### src/core/fpcs_pkg.sv
// Purpose: Shared constants and types for the programming command engine.
// Assumes: Byte-wide flash array of 4096 bytes in 16 blocks.
// Notes:   Security bit positions are shared by the engine and its checks.

package fpcs_pkg;

  // ==========================================================================
  // Sizes
  localparam int ADDR_W = 12;
  localparam int BLK_W = 4;
  localparam int DATA_W = 8;
  localparam int CKS_W = 16;
  localparam int SEC_W = 3;
  localparam int BLK_SHIFT = ADDR_W - BLK_W;

  // ==========================================================================
  // Values
  localparam logic [ADDR_W-1:0] ADDR_FIRST = 12'h000;
  localparam logic [ADDR_W-1:0] ADDR_LAST = 12'hfff;
  localparam logic [BLK_SHIFT-1:0] BLK_BASE_LO = 8'h00;
  localparam logic [DATA_W-1:0] BLANK_BYTE = 8'hff;
  localparam logic [CKS_W-1:0] CKS_RST = 16'h0000;
  localparam logic [SEC_W-1:0] SEC_RST = 3'h0;

  // ==========================================================================
  // Security bit positions
  localparam int SEC_CHIP = 0;
  localparam int SEC_BLK = 1;
  localparam int SEC_WR = 2;

  // ==========================================================================
  // Commands from the programmer
  typedef enum logic [3:0] {
    CMD_COMM = 4'h0,
    CMD_CHIP_ERASE = 4'h1,
    CMD_BLOCK_ERASE = 4'h2,
    CMD_WRITE = 4'h3,
    CMD_DATA = 4'h4,
    CMD_CHECKSUM = 4'h5,
    CMD_BLANK = 4'h6,
    CMD_SECURITY = 4'h7
  } fpcs_cmd_t;

  // ==========================================================================
  // Flash array operations
  typedef enum logic [1:0] {
    FOP_ERASE_ALL = 2'h0,
    FOP_ERASE_BLK = 2'h1,
    FOP_PROG = 2'h2,
    FOP_READ = 2'h3
  } fpcs_fop_t;

  // ==========================================================================
  // Engine states
  typedef enum logic [1:0] {
    ST_IDLE = 2'h0,
    ST_EXEC = 2'h1,
    ST_VRFY = 2'h2
  } fpcs_state_t;

endpackage

### src/core/fpcs_sync.sv
// Purpose: Two-stage synchroniser for a level from outside the clock domain.
// Assumes: The input is a slow level.
// Notes:   The first stage feeds only the second stage.
`timescale 1ns/1ns
`default_nettype none

module fpcs_sync
  import fpcs_pkg::*;
(
  input wire logic clk,
  input wire logic arst_n,
  input wire logic async_in,
  output logic sync_out
);

  // ==========================================================================
  // Stages
  logic meta_ff;
  logic sync_ff;

  always_ff @(posedge clk or negedge arst_n) begin
    if (!arst_n) begin
      meta_ff <= 1'b0;
      sync_ff <= 1'b0;
    end else begin
      meta_ff <= async_in;
      sync_ff <= meta_ff;
    end
  end

  assign sync_out = sync_ff;

endmodule
`default_nettype wire

### src/core/fpcs_engine.sv
// Purpose: Programming command engine with security prohibitions.
// Assumes: Flash array answers each fl_req pulse with one fl_done pulse.
// Notes:   Nonvolatile security bits are modelled by flip-flops.
//
// Function
// - Enter programming mode on communication command
// - Chip erase erases all unless prohibited
// - Block erase erases only named block
// - Write programs range then verifies contents
// - Checksum computed over requested range
// - Blank check scans whole array, reports
// - Every command or data item gets ACK/NAK
// - New security applies from next mode entry
// - Chip prohibit blocks all erases, never clears
// - Chip prohibit: write allowed, changes fail
// - Block prohibit refuses block erase, chip clears
// - Write prohibit refuses write, block erase
// - Delivered state has all prohibitions clear
// - Only programmer path can set security
// - Prohibitions independent, effects combine
// - Self programming ignores security
`timescale 1ns/1ns
`default_nettype none

module fpcs_engine
  import fpcs_pkg::*;
(
  input wire logic clk,
  input wire logic arst_n,
  input wire logic prog_conn_pin,
  input wire logic cmd_valid,
  output logic cmd_ready,
  input wire logic [3:0] cmd_code,
  input wire logic [BLK_W-1:0] cmd_block,
  input wire logic [ADDR_W-1:0] cmd_start,
  input wire logic [ADDR_W-1:0] cmd_end,
  input wire logic [DATA_W-1:0] cmd_data,
  input wire logic [SEC_W-1:0] cmd_sec,
  output logic resp_valid,
  output logic resp_ack,
  output logic [CKS_W-1:0] resp_data,
  output logic prog_mode,
  output logic [SEC_W-1:0] sec_active,
  input wire logic sp_valid,
  output logic sp_ready,
  input wire logic sp_erase,
  input wire logic [BLK_W-1:0] sp_block,
  input wire logic [ADDR_W-1:0] sp_addr,
  input wire logic [DATA_W-1:0] sp_data,
  output logic sp_done,
  output logic sp_ok,
  output logic fl_req,
  output logic [1:0] fl_op,
  output logic [ADDR_W-1:0] fl_addr,
  output logic [DATA_W-1:0] fl_wdata,
  input wire logic [DATA_W-1:0] fl_rdata,
  input wire logic fl_done
);

  // ==========================================================================
  // State
  fpcs_state_t state_ff;
  logic conn_sync;
  logic prog_mode_ff;
  logic [SEC_W-1:0] nv_sec_ff;
  logic [SEC_W-1:0] act_sec_ff;
  logic src_sp_ff;
  logic wr_open_ff;
  logic [ADDR_W-1:0] ptr_ff;
  logic [ADDR_W-1:0] end_ff;
  logic [ADDR_W-1:0] scan_end_ff;
  logic [CKS_W-1:0] sum_ff;
  logic blank_ff;
  logic fl_req_ff;
  logic [1:0] fl_op_ff;
  logic [ADDR_W-1:0] fl_addr_ff;
  logic [DATA_W-1:0] fl_wdata_ff;
  logic resp_valid_ff;
  logic resp_ack_ff;
  logic [CKS_W-1:0] resp_data_ff;
  logic sp_done_ff;
  logic sp_ok_ff;
  logic cmd_take;
  logic sp_take;
  logic enter_go;
  logic sec_go;
  logic chip_ok;
  logic [CKS_W-1:0] sum_next;
  logic blank_next;

  fpcs_sync u_conn_sync (
    .clk(clk),
    .arst_n(arst_n),
    .async_in(prog_conn_pin),
    .sync_out(conn_sync)
  );

  // ==========================================================================
  // Handshake and events
  assign cmd_ready = (state_ff == ST_IDLE);
  assign sp_ready = (state_ff == ST_IDLE) && !prog_mode_ff && !cmd_valid;
  assign cmd_take = cmd_valid && cmd_ready;
  assign sp_take = sp_valid && sp_ready;
  assign enter_go = cmd_take && (cmd_code == CMD_COMM) && conn_sync &&
                    !prog_mode_ff;
  assign sec_go = cmd_take && prog_mode_ff && (cmd_code == CMD_SECURITY);
  assign chip_ok = (state_ff == ST_EXEC) && fl_done && !src_sp_ff &&
                   (fl_op_ff == FOP_ERASE_ALL);
  assign sum_next = sum_ff + {8'h00, fl_rdata};
  assign blank_next = blank_ff && (fl_rdata == BLANK_BYTE);

  // ==========================================================================
  // Programming mode and security
  always_ff @(posedge clk or negedge arst_n) begin
    if (!arst_n) begin
      prog_mode_ff <= 1'b0;
      act_sec_ff <= SEC_RST;
    end else if (enter_go) begin
      prog_mode_ff <= 1'b1;
      act_sec_ff <= nv_sec_ff;
    end else if (!conn_sync) begin
      prog_mode_ff <= 1'b0;
    end
  end

  // Only the programmer command path reaches the stored bits.
  always_ff @(posedge clk or negedge arst_n) begin
    if (!arst_n) begin
      nv_sec_ff <= SEC_RST;
    end else if (sec_go) begin
      nv_sec_ff <= nv_sec_ff | cmd_sec;
    end else if (chip_ok && !nv_sec_ff[SEC_CHIP]) begin
      nv_sec_ff[SEC_BLK] <= 1'b0;
      nv_sec_ff[SEC_WR] <= 1'b0;
    end
  end

  // ==========================================================================
  // Command engine
  always_ff @(posedge clk or negedge arst_n) begin
    if (!arst_n) begin
      state_ff <= ST_IDLE;
      src_sp_ff <= 1'b0;
      wr_open_ff <= 1'b0;
      ptr_ff <= ADDR_FIRST;
      end_ff <= ADDR_FIRST;
      scan_end_ff <= ADDR_FIRST;
      sum_ff <= CKS_RST;
      blank_ff <= 1'b0;
      fl_req_ff <= 1'b0;
      fl_op_ff <= FOP_READ;
      fl_addr_ff <= ADDR_FIRST;
      fl_wdata_ff <= BLANK_BYTE;
      resp_valid_ff <= 1'b0;
      resp_ack_ff <= 1'b0;
      resp_data_ff <= CKS_RST;
      sp_done_ff <= 1'b0;
      sp_ok_ff <= 1'b0;
    end else begin
      fl_req_ff <= 1'b0;
      resp_valid_ff <= 1'b0;
      sp_done_ff <= 1'b0;
      case (state_ff)
        ST_IDLE: begin
          if (cmd_take) begin
            src_sp_ff <= 1'b0;
            resp_data_ff <= CKS_RST;
            resp_ack_ff <= 1'b0;
            resp_valid_ff <= 1'b1;
            if (cmd_code != CMD_DATA) begin
              wr_open_ff <= 1'b0;
            end
            if (cmd_code == CMD_COMM) begin
              resp_ack_ff <= conn_sync;
            end else if (prog_mode_ff) begin
              case (cmd_code)
                CMD_CHIP_ERASE: begin
                  if (!act_sec_ff[SEC_CHIP]) begin
                    resp_valid_ff <= 1'b0;
                    fl_req_ff <= 1'b1;
                    fl_op_ff <= FOP_ERASE_ALL;
                    state_ff <= ST_EXEC;
                  end
                end
                CMD_BLOCK_ERASE: begin
                  if (act_sec_ff == SEC_RST) begin
                    resp_valid_ff <= 1'b0;
                    fl_req_ff <= 1'b1;
                    fl_op_ff <= FOP_ERASE_BLK;
                    fl_addr_ff <= {cmd_block, BLK_BASE_LO};
                    state_ff <= ST_EXEC;
                  end
                end
                CMD_WRITE: begin
                  if (!act_sec_ff[SEC_WR] && cmd_start <= cmd_end) begin
                    resp_ack_ff <= 1'b1;
                    wr_open_ff <= 1'b1;
                    ptr_ff <= cmd_start;
                    end_ff <= cmd_end;
                  end
                end
                CMD_DATA: begin
                  if (wr_open_ff) begin
                    resp_valid_ff <= 1'b0;
                    fl_req_ff <= 1'b1;
                    fl_op_ff <= FOP_PROG;
                    fl_addr_ff <= ptr_ff;
                    fl_wdata_ff <= cmd_data;
                    state_ff <= ST_EXEC;
                  end
                end
                CMD_CHECKSUM: begin
                  if (cmd_start <= cmd_end) begin
                    resp_valid_ff <= 1'b0;
                    fl_req_ff <= 1'b1;
                    fl_op_ff <= FOP_READ;
                    fl_addr_ff <= cmd_start;
                    scan_end_ff <= cmd_end;
                    sum_ff <= CKS_RST;
                    blank_ff <= 1'b1;
                    state_ff <= ST_EXEC;
                  end
                end
                CMD_BLANK: begin
                  resp_valid_ff <= 1'b0;
                  fl_req_ff <= 1'b1;
                  fl_op_ff <= FOP_READ;
                  fl_addr_ff <= ADDR_FIRST;
                  scan_end_ff <= ADDR_LAST;
                  sum_ff <= CKS_RST;
                  blank_ff <= 1'b1;
                  state_ff <= ST_EXEC;
                end
                CMD_SECURITY: begin
                  resp_ack_ff <= 1'b1;
                end
                default: begin
                  resp_ack_ff <= 1'b0;
                end
              endcase
            end
          end else if (sp_take) begin
            src_sp_ff <= 1'b1;
            fl_req_ff <= 1'b1;
            fl_op_ff <= sp_erase ? FOP_ERASE_BLK : FOP_PROG;
            fl_addr_ff <= sp_erase ? {sp_block, BLK_BASE_LO} : sp_addr;
            fl_wdata_ff <= sp_data;
            state_ff <= ST_EXEC;
          end
        end
        ST_EXEC: begin
          if (fl_done) begin
            if (fl_op_ff == FOP_PROG) begin
              fl_req_ff <= 1'b1;
              fl_op_ff <= FOP_READ;
              state_ff <= ST_VRFY;
            end else if (fl_op_ff == FOP_READ) begin
              sum_ff <= sum_next;
              blank_ff <= blank_next;
              if (fl_addr_ff == scan_end_ff) begin
                resp_valid_ff <= 1'b1;
                resp_ack_ff <= 1'b1;
                resp_data_ff <= (scan_end_ff == ADDR_LAST &&
                                 act_blank_scan(fl_op_ff)) ?
                                {15'h0, blank_next} : sum_next;
                state_ff <= ST_IDLE;
              end else begin
                fl_addr_ff <= fl_addr_ff + 12'h001;
                fl_req_ff <= 1'b1;
              end
            end else begin
              resp_valid_ff <= !src_sp_ff;
              resp_ack_ff <= 1'b1;
              sp_done_ff <= src_sp_ff;
              sp_ok_ff <= 1'b1;
              state_ff <= ST_IDLE;
            end
          end
        end
        ST_VRFY: begin
          if (fl_done) begin
            // A byte that can only be reached by erasing fails here.
            resp_valid_ff <= !src_sp_ff;
            resp_ack_ff <= (fl_rdata == fl_wdata_ff);
            sp_done_ff <= src_sp_ff;
            sp_ok_ff <= (fl_rdata == fl_wdata_ff);
            if (!src_sp_ff) begin
              ptr_ff <= ptr_ff + 12'h001;
              wr_open_ff <= (fl_rdata == fl_wdata_ff) && (ptr_ff != end_ff);
            end
            state_ff <= ST_IDLE;
          end
        end
        default: begin
          state_ff <= ST_IDLE;
        end
      endcase
    end
  end

  // Blank check and checksum share the scan; only blank marks blank_scan.
  logic blank_scan_ff;
  always_ff @(posedge clk or negedge arst_n) begin
    if (!arst_n) begin
      blank_scan_ff <= 1'b0;
    end else if (cmd_take) begin
      blank_scan_ff <= (cmd_code == CMD_BLANK);
    end
  end

  function automatic logic act_blank_scan(input logic [1:0] op);
    act_blank_scan = (op == FOP_READ) && blank_scan_ff;
  endfunction

  // ==========================================================================
  // Outputs
  assign resp_valid = resp_valid_ff;
  assign resp_ack = resp_ack_ff;
  assign resp_data = resp_data_ff;
  assign prog_mode = prog_mode_ff;
  assign sec_active = act_sec_ff;
  assign sp_done = sp_done_ff;
  assign sp_ok = sp_ok_ff;
  assign fl_req = fl_req_ff;
  assign fl_op = fl_op_ff;
  assign fl_addr = fl_addr_ff;
  assign fl_wdata = fl_wdata_ff;
endmodule
`default_nettype wire

### config.mk
export PLATFORM = sky130hd
export DESIGN_NAME = fpcs_engine
export DESIGN_NICKNAME = d
export VERILOG_FILES = /design/src/core/fpcs_pkg.sv /design/src/core/fpcs_sync.sv /design/src/core/fpcs_engine.sv
export SDC_FILE = /design/constraint.sdc
export NUM_CORES = 1
export LEC_CHECK = 0
export BUFFER_PORTS_ARGS = -buffer_cell sky130_fd_sc_hd__buf_2
export CAP_MARGIN = 20
export CELL_PAD_IN_SITES_DETAIL_PLACEMENT = 1
export CELL_PAD_IN_SITES_GLOBAL_PLACEMENT = 2
export CORE_MARGIN = 2
export CORE_UTILIZATION = 31
export CTS_CLUSTER_DIAMETER = 50
export DETAILED_ROUTE_END_ITERATION = 12
export PLACE_DENSITY_LB_ADDON = 0.1
export SYNTH_ARGS = -nofsm -noshare
export SYNTH_HDL_FRONTEND = slang
export SYNTH_SLANG_ARGS = --single-unit
### constraint.sdc
create_clock -name clk -period 2.32 [get_ports clk]
set_clock_uncertainty 0.05 [all_clocks]
set_input_delay 0.58 -clock clk [delete_from_list [all_inputs] [get_ports clk]]
set_output_delay 0.58 -clock clk [all_outputs]
set_load 0.01 [all_outputs]
======== Word-level counts from Yosys, hierarchy flattened ========
Cells that the tools add are included.
cells by class
  add/sub/neg operators ................... 3
  multiply operators ...................... 0
  divide/modulo/power cells ............... 0
  $lt $le $gt $ge ......................... 1
  equal/unequal tests ..................... 50
  shift-type cells ........................ 0
  muxes and demuxes ....................... 145
  bitwise operators ....................... 2
  reduce and logical (&&, ||, !) cells .... 47
operator list
  operator                                             count
  two-way mux 12 bit                                   20
  two-way mux 16 bit                                   13
  case mux 16 bit (2 select lines)                     3
  case mux 12 bit (2 select lines)                     3
  two-way mux 1 bit                                    59
  two-way mux 2 bit                                    25
  two-way mux 8 bit                                    6
  case mux 12 bit (4 select lines)                     1
  AND reduction 6 bit                                  5
  adder 12 x 1 -> 12 bit, second input constant        2
  != test 2 bit, second input constant                 12
  AND reduction 11 bit                                 2
  case mux 2 bit (5 select lines)                      2
  logical AND 1 bit                                    18
  adder 16 x 8 -> 16 bit                               1
  equality test 4 x 3 -> 1 bit, second input constant  4
  != test 2 x 1 -> 1 bit, second input constant        8
  != test 4 bit, second input constant                 4
  case mux 1 bit (2 select lines)                      7
  equality test 12 bit                                 1
  equality test 12 bit, second input constant          1
  less-or-equal comparator 12 bit                      1
  != test 12 bit                                       1
  AND reduction 12 bit                                 1
  29 further kinds                                     48
word-level totals
  bits in registers ....................... 110
  latch bits .............................. 0
  memory bits (writable) .................. 0
  ROM bits ................................ 0
  input port bits ......................... 82
  word-level logic and storage cells ...... 272
  memories ................................ 0

======== Depth between registers and ports, before layout ========
Gate-level depths: netlist of the first run.
  depth in word-level cells ............... 9
  mapped depth ............................ 11
  depth with buffers taken out ............ 8

======== Cells and area by module ========
A second synthesis of the first run with hierarchy kept.
unflattened totals
  cell total of the unflattened synthesis .. 796
  area, all modules ....................... 7010.5 µm²
modules (own cells, without submodules)
  module       instances  cells an instance  area an instance (µm²)  sequential area each (µm²)
  fpcs_engine  1          794                6960.4                  2715.1
  fpcs_sync    1          2                  50.0                    50.0

======== Worst setup path before layout of the first run ========
Ideal clock, no wire load.
  path kind ............................... input -> register
  start ................................... input cmd_end[3]
  end ..................................... register fl_op_ff[0] (netlist: fl_op[0])
  library setup time ...................... 0.085 ns
  data arrival time ....................... 2.658 ns
  required time ........................... 2.185 ns
  slack ................................... -0.472 ns
  stages .................................. 8
  path through ............................ inv_1 ha_1 nand3_1 or4_1 clkbuf_1 a311o_1 a211oi_2 mux2_1
between the ends
  longest elaborated chain between the ends .. 3
RTL lines
  element                                line                text
  from (decl)                            fpcs_engine.sv:36   input wire logic [ADDR_W-1:0] cmd_end,
  less-or-equal comparator 12 bit        fpcs_engine.sv:213  if (cmd_start <= cmd_end) begin
  != test 4 bit (no source line)         n/a
  AND reduction 11 bit (no source line)  n/a
  to (signal assigned)                   fpcs_engine.sv:245  fl_op_ff <= sp_erase ? FOP_ERASE_BLK : FOP_PROG;
  to (decl)                              fpcs_engine.sv:75   logic [1:0] fl_op_ff;
Every way passes these cells.
A chain may end at the register's enable or synchronous reset.

======== Worst setup path after layout of the first run ========
  start ................................... input cmd_end[6]
  end ..................................... register state_ff[1]
between the ends
  longest elaborated chain between the ends .. 3
RTL lines
  element                                line                text
  less-or-equal comparator 12 bit        fpcs_engine.sv:213
  != test 4 bit (no source line)         n/a
  AND reduction 11 bit (no source line)  n/a
  to (signal assigned)                   fpcs_engine.sv:209  state_ff <= ST_EXEC;
  to (signal assigned)                   fpcs_engine.sv:221  state_ff <= ST_EXEC;
  to (signal assigned)                   fpcs_engine.sv:232  state_ff <= ST_EXEC;
  to (decl)                              fpcs_engine.sv:62   fpcs_state_t state_ff;
Every way passes these cells.

==> impl_metrics.csv, run 1 <==
group,metric,value,unit
routing,wl_per_cell,21.34,um
logic_synthesis,synth_cell_types,71,
layout,fin_area,11060,um2
clock_network,cts_max_level,3,
job,drv_cap,0,
timing,hold_slack,80.23,ps
clock_network,clk_path_buf_depth,2,
timing,setup_viol,66,
floorplan,fp-row-count,55,
global_route,grt_max_degree,45,
logic_synthesis,yosysTopAreaCell,"dfrtp_1",
floorplan,die-area,24400,um2
clock_network,cts_tree,"yes",
routing,top_layer,"met4",
setup_path,r2r_setup_slack,-180,ps
worst_hold_path,hold_class,"in -> async",
global_route,grt_first_pass_wirelength,46.49,mm
routing,ant_nets,0,
logic_synthesis,synthFlopType,"dfrtp_1",
clock_network,clk_pin_slew_worst_paths,80,ps
logic_synthesis,async_reset_ff_frac,1.000,
logic_synthesis,ys_seq_area_frac,0.3851,
layout,nets,1233,
floorplan,die_width,156.2,um
clock_network,insertion_delay,360,ps
timing,period_needed,2571,ps
setup_path,cp.required,2520,ps
logic_synthesis,yosys-top-cells-count,"100 x dfrtp_1, 74 x nand2_1, 49 x nor2_1, 48 x o21ai_0",
timing,max_slew_margin,0.6954,
setup_path,timing.rr.start,"state_ff[0]",
logic_synthesis,synth_top_family_by_area,"compound AO/OA/AOI/OAI gates",
timing,rsz0062_at_grt,"true",
logic_synthesis,yosys-top-cells-area,"dfrtp_1 35%, ha_1 4.5%, xnor2_1 4.1%, nand2_1 3.9%, mux2_2 3.8%",
clock_network,cts_inserted_buffers,9,
logic_synthesis,synthesis.area,7181,um2
routing,wl_met2,15.27,mm
logic_synthesis,avgSynthCellArea,8.898,um2
placed_design,dpl.hpwl,22.72,mm
routing,met1_length,13.61,mm
timing,setup_ws,-251.1,ps
setup_path,worstSetupPathType,"in -> reg",
setup_path,cp-end-kind,"register",
routing,viasPerCell,5.474,
setup_path,reg2reg_to,"fl_addr[10]",
clock_network,ctsHoldBuffers,0,
setup_path,crit_fanout,4,
floorplan,die_h,156.2,um
layout,drive_above_1_share,0.4606,
floorplan,io_pins,131,
run_status,failed_checks,"negative setup slack",
logic_synthesis,synthMuxAreaShare,0.04774,
pwr,peakVddDrop,449.9,uV
placed_design,place_area,9651,um2
routing,route.met3.wl,906,um
global_route,overflow,0,
routing,dr.pass1.iters,5,
logic_synthesis,synth.most_common_cell,"dfrtp_1",
layout,antenna_cells_inserted,0,
routing,drt_wl_total,30.18,mm
logic_synthesis,synth-compound-area-share,0.2431,
pwr,leakagePower,4.958,nW
run_status,status,"finished, violations left",
setup_path,reg2reg_depth,10,
logic_synthesis,synth-seq-cells,110,
logic_synthesis,synth_edf_count,0,
timing,period_share,1.108,
timing,drv_slew,0,
logic_synthesis,syn_nets,916,
timing,hold_viol_final,0,
placed_design,gp_congestion,0.8817,
logic_synthesis,post-synth-top-area-fraction,0.3485,
clock_network,cts_sinks,110,
pwr,p_per_area,977.8,nW/um2
logic_synthesis,syn_inst,807,
floorplan,start_util,0.3162,
timing,worst_pin_slew,451.1,ps
setup_path,cp-start-kind,"input port",
clock_network,clk_root_buffer_cell,"clkbuf_16",
routing,vias,7740,
logic_synthesis,synth-simple-area-share,0.1735,
layout,syn_to_final_growth,53.98,%
placed_design,io_buffers,130,
logic_synthesis,synth-adder-area-share,0.04809,
timing,fmax,0.3889,GHz
routing,drc_errors,0,
logic_synthesis,yosysWarnings,0,
global_route,track_usage,0.2454,
global_route,grt_pass1_vias,8376,
floorplan,coreArea,22710,um2
global_route,grt_antenna_before_repair,0,
setup_path,arrival,2770,ps
logic_synthesis,synthXorXnorAreaFrac,0.05245,
layout,finish.utilization,0.4869,
routing,drt_iter0_drc,362,
[cells by family after synthesis]
logic type | after synthesis
compound gates | 254
xor+xnor | 43
fa+ha+maj | 27
buf+inv | 90
flops | 110
mux | 31
simple gates | 252
[metal layers]
metal	up-vias	GRT usage
li1	3632	-
met1	3923	0.3200
met2	158	0.4349
met3	27	0.02611
met4	0	0.06073
met5	-	0
[worst max-delay path, stage by stage]
cell and delay (ps):
buf_8 80, inv_4 40, ha_4 250, nand4_1 180, or4_4 580, buf_6 140
a311o_1 300, buf_4 160, a21oi_2 130, mux2_4 310
[placed cells by master (no fill, tap or decap), drive strengths merged, types with 34 or more instances in the layout]
cell,count
o21ai,50
dfrtp,100
nand2,74
a21oi,44
xnor2,34
inv,44
nor2,49
a31oi,37
buf,351
[stage by stage]
stage	setup slack, ps	instances	TNS (ps)	power, mW
after floorplan	-281.2	807	-9309	5.855
after global placement	-675.1	1362	-40220	8.181
final	-251.1	1414	-8003	10.81
after global routing	-310.7	1414	-13400	11.50
after CTS	-182.7	1402	-4922	10.42
after detailed placement	-747.8	1362	-44290	8.355
[how the worst max path moves through the flow]
stage | from | endpoint | depth (start not counted)
floorplan | cmd_end[3] | fl_op[0] | 8
global placement | cmd_end[3] | fl_addr[6] | 12
detailed placement | cmd_end[6] | sum_ff[11] | 10
CTS | cmd_end[6] | fl_op[1] | 10
global route | cmd_end[11] | fl_addr[3] | 12
finish | cmd_end[6] | state_ff[1] | 10
[state kept, by name, summed over array words and instances (netlist names), 3 cells and up]
register and cells:
resp_data 16, sum_ff 16, end_ff 12, fl_addr 12, ptr_ff 12, scan_end_ff 12, fl_wdata 8, nv_sec_ff 3
sec_active 3
[power by group]
| group | switching (mW) | internal, mW |
|---|---|---|
| combinational | 3.32 | 2.83 |
| sequential | 0.527 | 2.50 |
| clock | 0.810 | 0.823 |
[cell type report]
| type | count | area [um2] |
|---|---|---|
| fillers | 2610 | 11650 |
| inverters | 45 | 211.5 |
| repair buffers | 351 | 2625 |
| well taps | 285 | 356.6 |
| multi-input cells | 607 | 4802 |
| clock buffers | 12 | 266.5 |
| flip-flops and latches | 110 | 2765 |
| clock inverters | 4 | 30.03 |
[what timing repair did]
item	CTS	global route
pin swaps	31	32
setup endpoints to repair	75	88
gates resized for setup	120	75
gates cloned	5	0
buffers inserted	20	14
Power figures use the tool's default switching activity.
==> inputs of run 2 (changes only) <==
--- a/config.mk
+++ b/config.mk
@@ -14,6 +14,8 @@
 export CTS_CLUSTER_DIAMETER = 50
 export DETAILED_ROUTE_END_ITERATION = 12
 export PLACE_DENSITY_LB_ADDON = 0.1
+export SETUP_SLACK_MARGIN = 0.2
 export SYNTH_ARGS = -nofsm -noshare
 export SYNTH_HDL_FRONTEND = slang
+export SYNTH_HIERARCHICAL = 1
 export SYNTH_SLANG_ARGS = --single-unit
==> impl_metrics.csv, run 2 <==
group,metric,value,unit
setup_path,arrival,2600,ps
layout,fin_area,11390,um2
logic_synthesis,synthFlopType,"dfrtp_1",
logic_synthesis,synthesis.area,7010,um2
logic_synthesis,ys_seq_area_frac,0.3944,
placed_design,dpl.hpwl,20.44,mm
job,drv_cap,0,
logic_synthesis,yosys-top-cells-count,"109 x nand2_1, 100 x dfrtp_1, 66 x o21ai_0, 56 x nor2_1, 49 x a21oi_1",
timing,drv_slew,0,
global_route,track_usage,0.2393,
logic_synthesis,synth_edf_count,0,
timing,worst_pin_slew,693.2,ps
timing,max_slew_margin,0.5378,
layout,syn_to_final_growth,62.43,%
placed_design,io_buffers,130,
clock_network,cts_max_level,3,
floorplan,die_width,154.4,um
setup_path,startpoint,"cmd_end[6]",
setup_path,timing.rr.start,"state_ff[0]",
pwr,peakVddDrop,452.4,uV
logic_synthesis,synth-seq-cells,110,
global_route,grt_pass1_vias,8127,
clock_network,cts_inserted_buffers,9,
global_route,grt_max_degree,111,
floorplan,die-area,23830,um2
placed_design,gp_congestion,0.8260,
routing,vias,7495,
timing,period_needed,2389,ps
pwr,p_per_area,1031,nW/um2
layout,drive_above_1_share,0.5154,
global_route,grt_first_pass_wirelength,44.96,mm
clock_network,clk_pin_slew_worst_paths,80,ps
routing,viasPerCell,5.388,
routing,wl_per_cell,20.79,um
logic_synthesis,synth.most_common_cell,"nand2_1",
timing,rsz0062_at_grt,"true",
logic_synthesis,avgSynthCellArea,8.807,um2
setup_path,cp-end-kind,"register",
logic_synthesis,yosysWarnings,6,
logic_synthesis,post-synth-top-area-fraction,0.3570,
layout,nets,1210,
layout,fill_cells,2524,
routing,route.met3.wl,757,um
setup_path,reg2reg_to,"ptr_ff[6]",
global_route,overflow,0,
floorplan,die_h,154.4,um
logic_synthesis,syn_nets,905,
logic_synthesis,synth_cell_types,72,
routing,drt_wl_total,28.92,mm
logic_synthesis,async_reset_ff_frac,1.000,
clock_network,cts_sinks,110,
layout,final_common_cell,"buf_4",
setup_path,crit_fanout,7,
timing,setup_tns,-367.7,ps
timing,period_share,1.030,
clock_network,insertion_delay,360,ps
worst_hold_path,hold_class,"in -> async",
routing,top_layer,"met4",
routing,drt_iter0_drc,319,
logic_synthesis,yosys-top-cells-area,"dfrtp_1 36%, nand2_1 5.8%, o21ai_0 4.7%, ha_1 4.6%, dfstp_2 3.7%",
floorplan,fp-row-count,55,
clock_network,clk_path_buf_depth,2,
setup_path,crit_path_top_delay_cell,"o41ai_2",
timing,setup_viol,11,
pwr,leakagePower,5.025,nW
logic_synthesis,yosysTopAreaCell,"dfrtp_1",
routing,ant_nets,0,
routing,met1_length,12.36,mm
setup_path,crit_top_cell,"buf_6",
setup_path,cp-start-kind,"input port",
routing,dr.pass1.iters,4,
logic_synthesis,syn_inst,796,
layout,mostFrequentLayoutCells,"155 x buf_4, 110 x buf_2, 100 x dfrtp_1",
timing,fmax,0.4186,GHz
placed_design,place_area,9412,um2
setup_path,critical-path-max-stage-delay,320,ps
floorplan,coreArea,22430,um2
run_status,failed_checks,"negative setup slack",
setup_path,cp.required,2530,ps
timing,hold_viol_final,0,
routing,drc_errors,0,
routing,wl_met2,14.92,mm
setup_path,reg2reg_depth,10,
setup_path,worstSetupPathType,"in -> reg",
setup_path,path_cells,"buf_8, inv_4, ha_4, nand4_1, nor4_4, buf_6, a2bb2o_4, buf_6, a31o_4, a21o_1, nand2_4, o41ai_2",
setup_path,r2r_setup_slack,0,ps
clock_network,clk_root_buffer_cell,"clkbuf_16",
timing,setup_ws,-69.01,ps
clock_network,cts_tree,"yes",
clock_network,ctsHoldBuffers,0,
floorplan,start_util,0.3125,
layout,antenna_cells_inserted,0,
run_status,status,"finished, violations left",
floorplan,io_pins,131,
global_route,grt_antenna_before_repair,0,
## run 2: changes by cell type after synthesis, sizes merged, moves of 6 or more
| cell | change |
|---|---|
| xor2 | +8 |
| clkbuf | -8 |
| nand2 | +35 |
| o21ai | +23 |
| o211ai | -13 |
| a31oi | -21 |
| inv | -13 |
| nor3 | -11 |
| mux2 | -16 |
| xnor2 | -6 |
| o21a | -6 |
| a22o | -12 |
| nor2 | +8 |
## run 2: how the worst max path moves through the flow
stage               cells after the start        endpoint
floorplan                               8   resp_data[10]
global placement                        9  scan_end_ff[7]
detailed placement                      9  scan_end_ff[7]
CTS                                    10      fl_addr[5]
global route                           12      sum_ff[10]
finish                                 12      sum_ff[10]
## run 2: timing repair
action	in CTS	in global routing
cloned	7	2
resized for setup	189	86
buffers inserted	30	21
setup endpoints to repair	84	98
pin swaps	53	57
## run 2: where the power goes
part           total [mW]  leakage (nW)  internal, mW  switching [mW]
sequential           2.96          1.41          2.43           0.528
combinational        7.01          3.45          3.39            3.63
clock                1.77         0.157         0.959           0.808
total                11.7          5.02          6.78            4.96
## run 2: routing by layer
| layer | up-vias | global-route usage |
|---|---|---|
| met3 | 44 | 0.02522 |
| li1 | 3491 | - |
| met1 | 3792 | 0.2966 |
| met4 | 0 | 0.08730 |
| met5 | - | 0 |
| met2 | 168 | 0.4311 |
## run 2: cells by family after synthesis
group           synth area share
mux                      0.03034
xor+xnor                 0.05622
fa+ha+maj                0.04926
flops                     0.3944
buf+inv                  0.04658
compound gates            0.2281
simple gates              0.1951
## run 2: final cells by class
type / count / area [um2] / area share
clock buffers: 10 / 229.0 / 0.02011
flip-flops and latches: 110 / 2765 / 0.2428
multi-input cells: 615 / 5062 / 0.4446
clock inverters: 6 / 91.34 / 0.008021
well taps: 285 / 356.6 / 0.03132
inverters: 32 / 175.2 / 0.01538
repair buffers: 333 / 2708 / 0.2378
## run 2: stage by stage
| stage | hold slack (ps) | utilization | power (mW) | instances | setup slack, ps |
|---|---|---|---|---|---|
| final | 205.3 | 0.5076 | 11.74 | 1391 | -69.01 |
| after floorplan | 234.4 | - | 6.095 | 796 | -98.10 |
| after global placement | 287.4 | 0.4195 | 7.964 | 1315 | -537.4 |
| after global routing | 264.2 | 0.5076 | 12.47 | 1391 | -164.7 |
| after CTS | 267.5 | 0.4819 | 11.17 | 1368 | -12.45 |
| after detailed placement | 308.8 | 0.4195 | 8.168 | 1315 | -590.3 |
## run 2: worst max-delay path: cells and delay by family
kind / cells / cell delay, ps
AO/OA/AOI/OAI: 4 / 770
adder cells (fa/ha/maj): 1 / 260
buffers and inverters: 4 / 370
AND/OR/NAND/NOR: 3 / 620
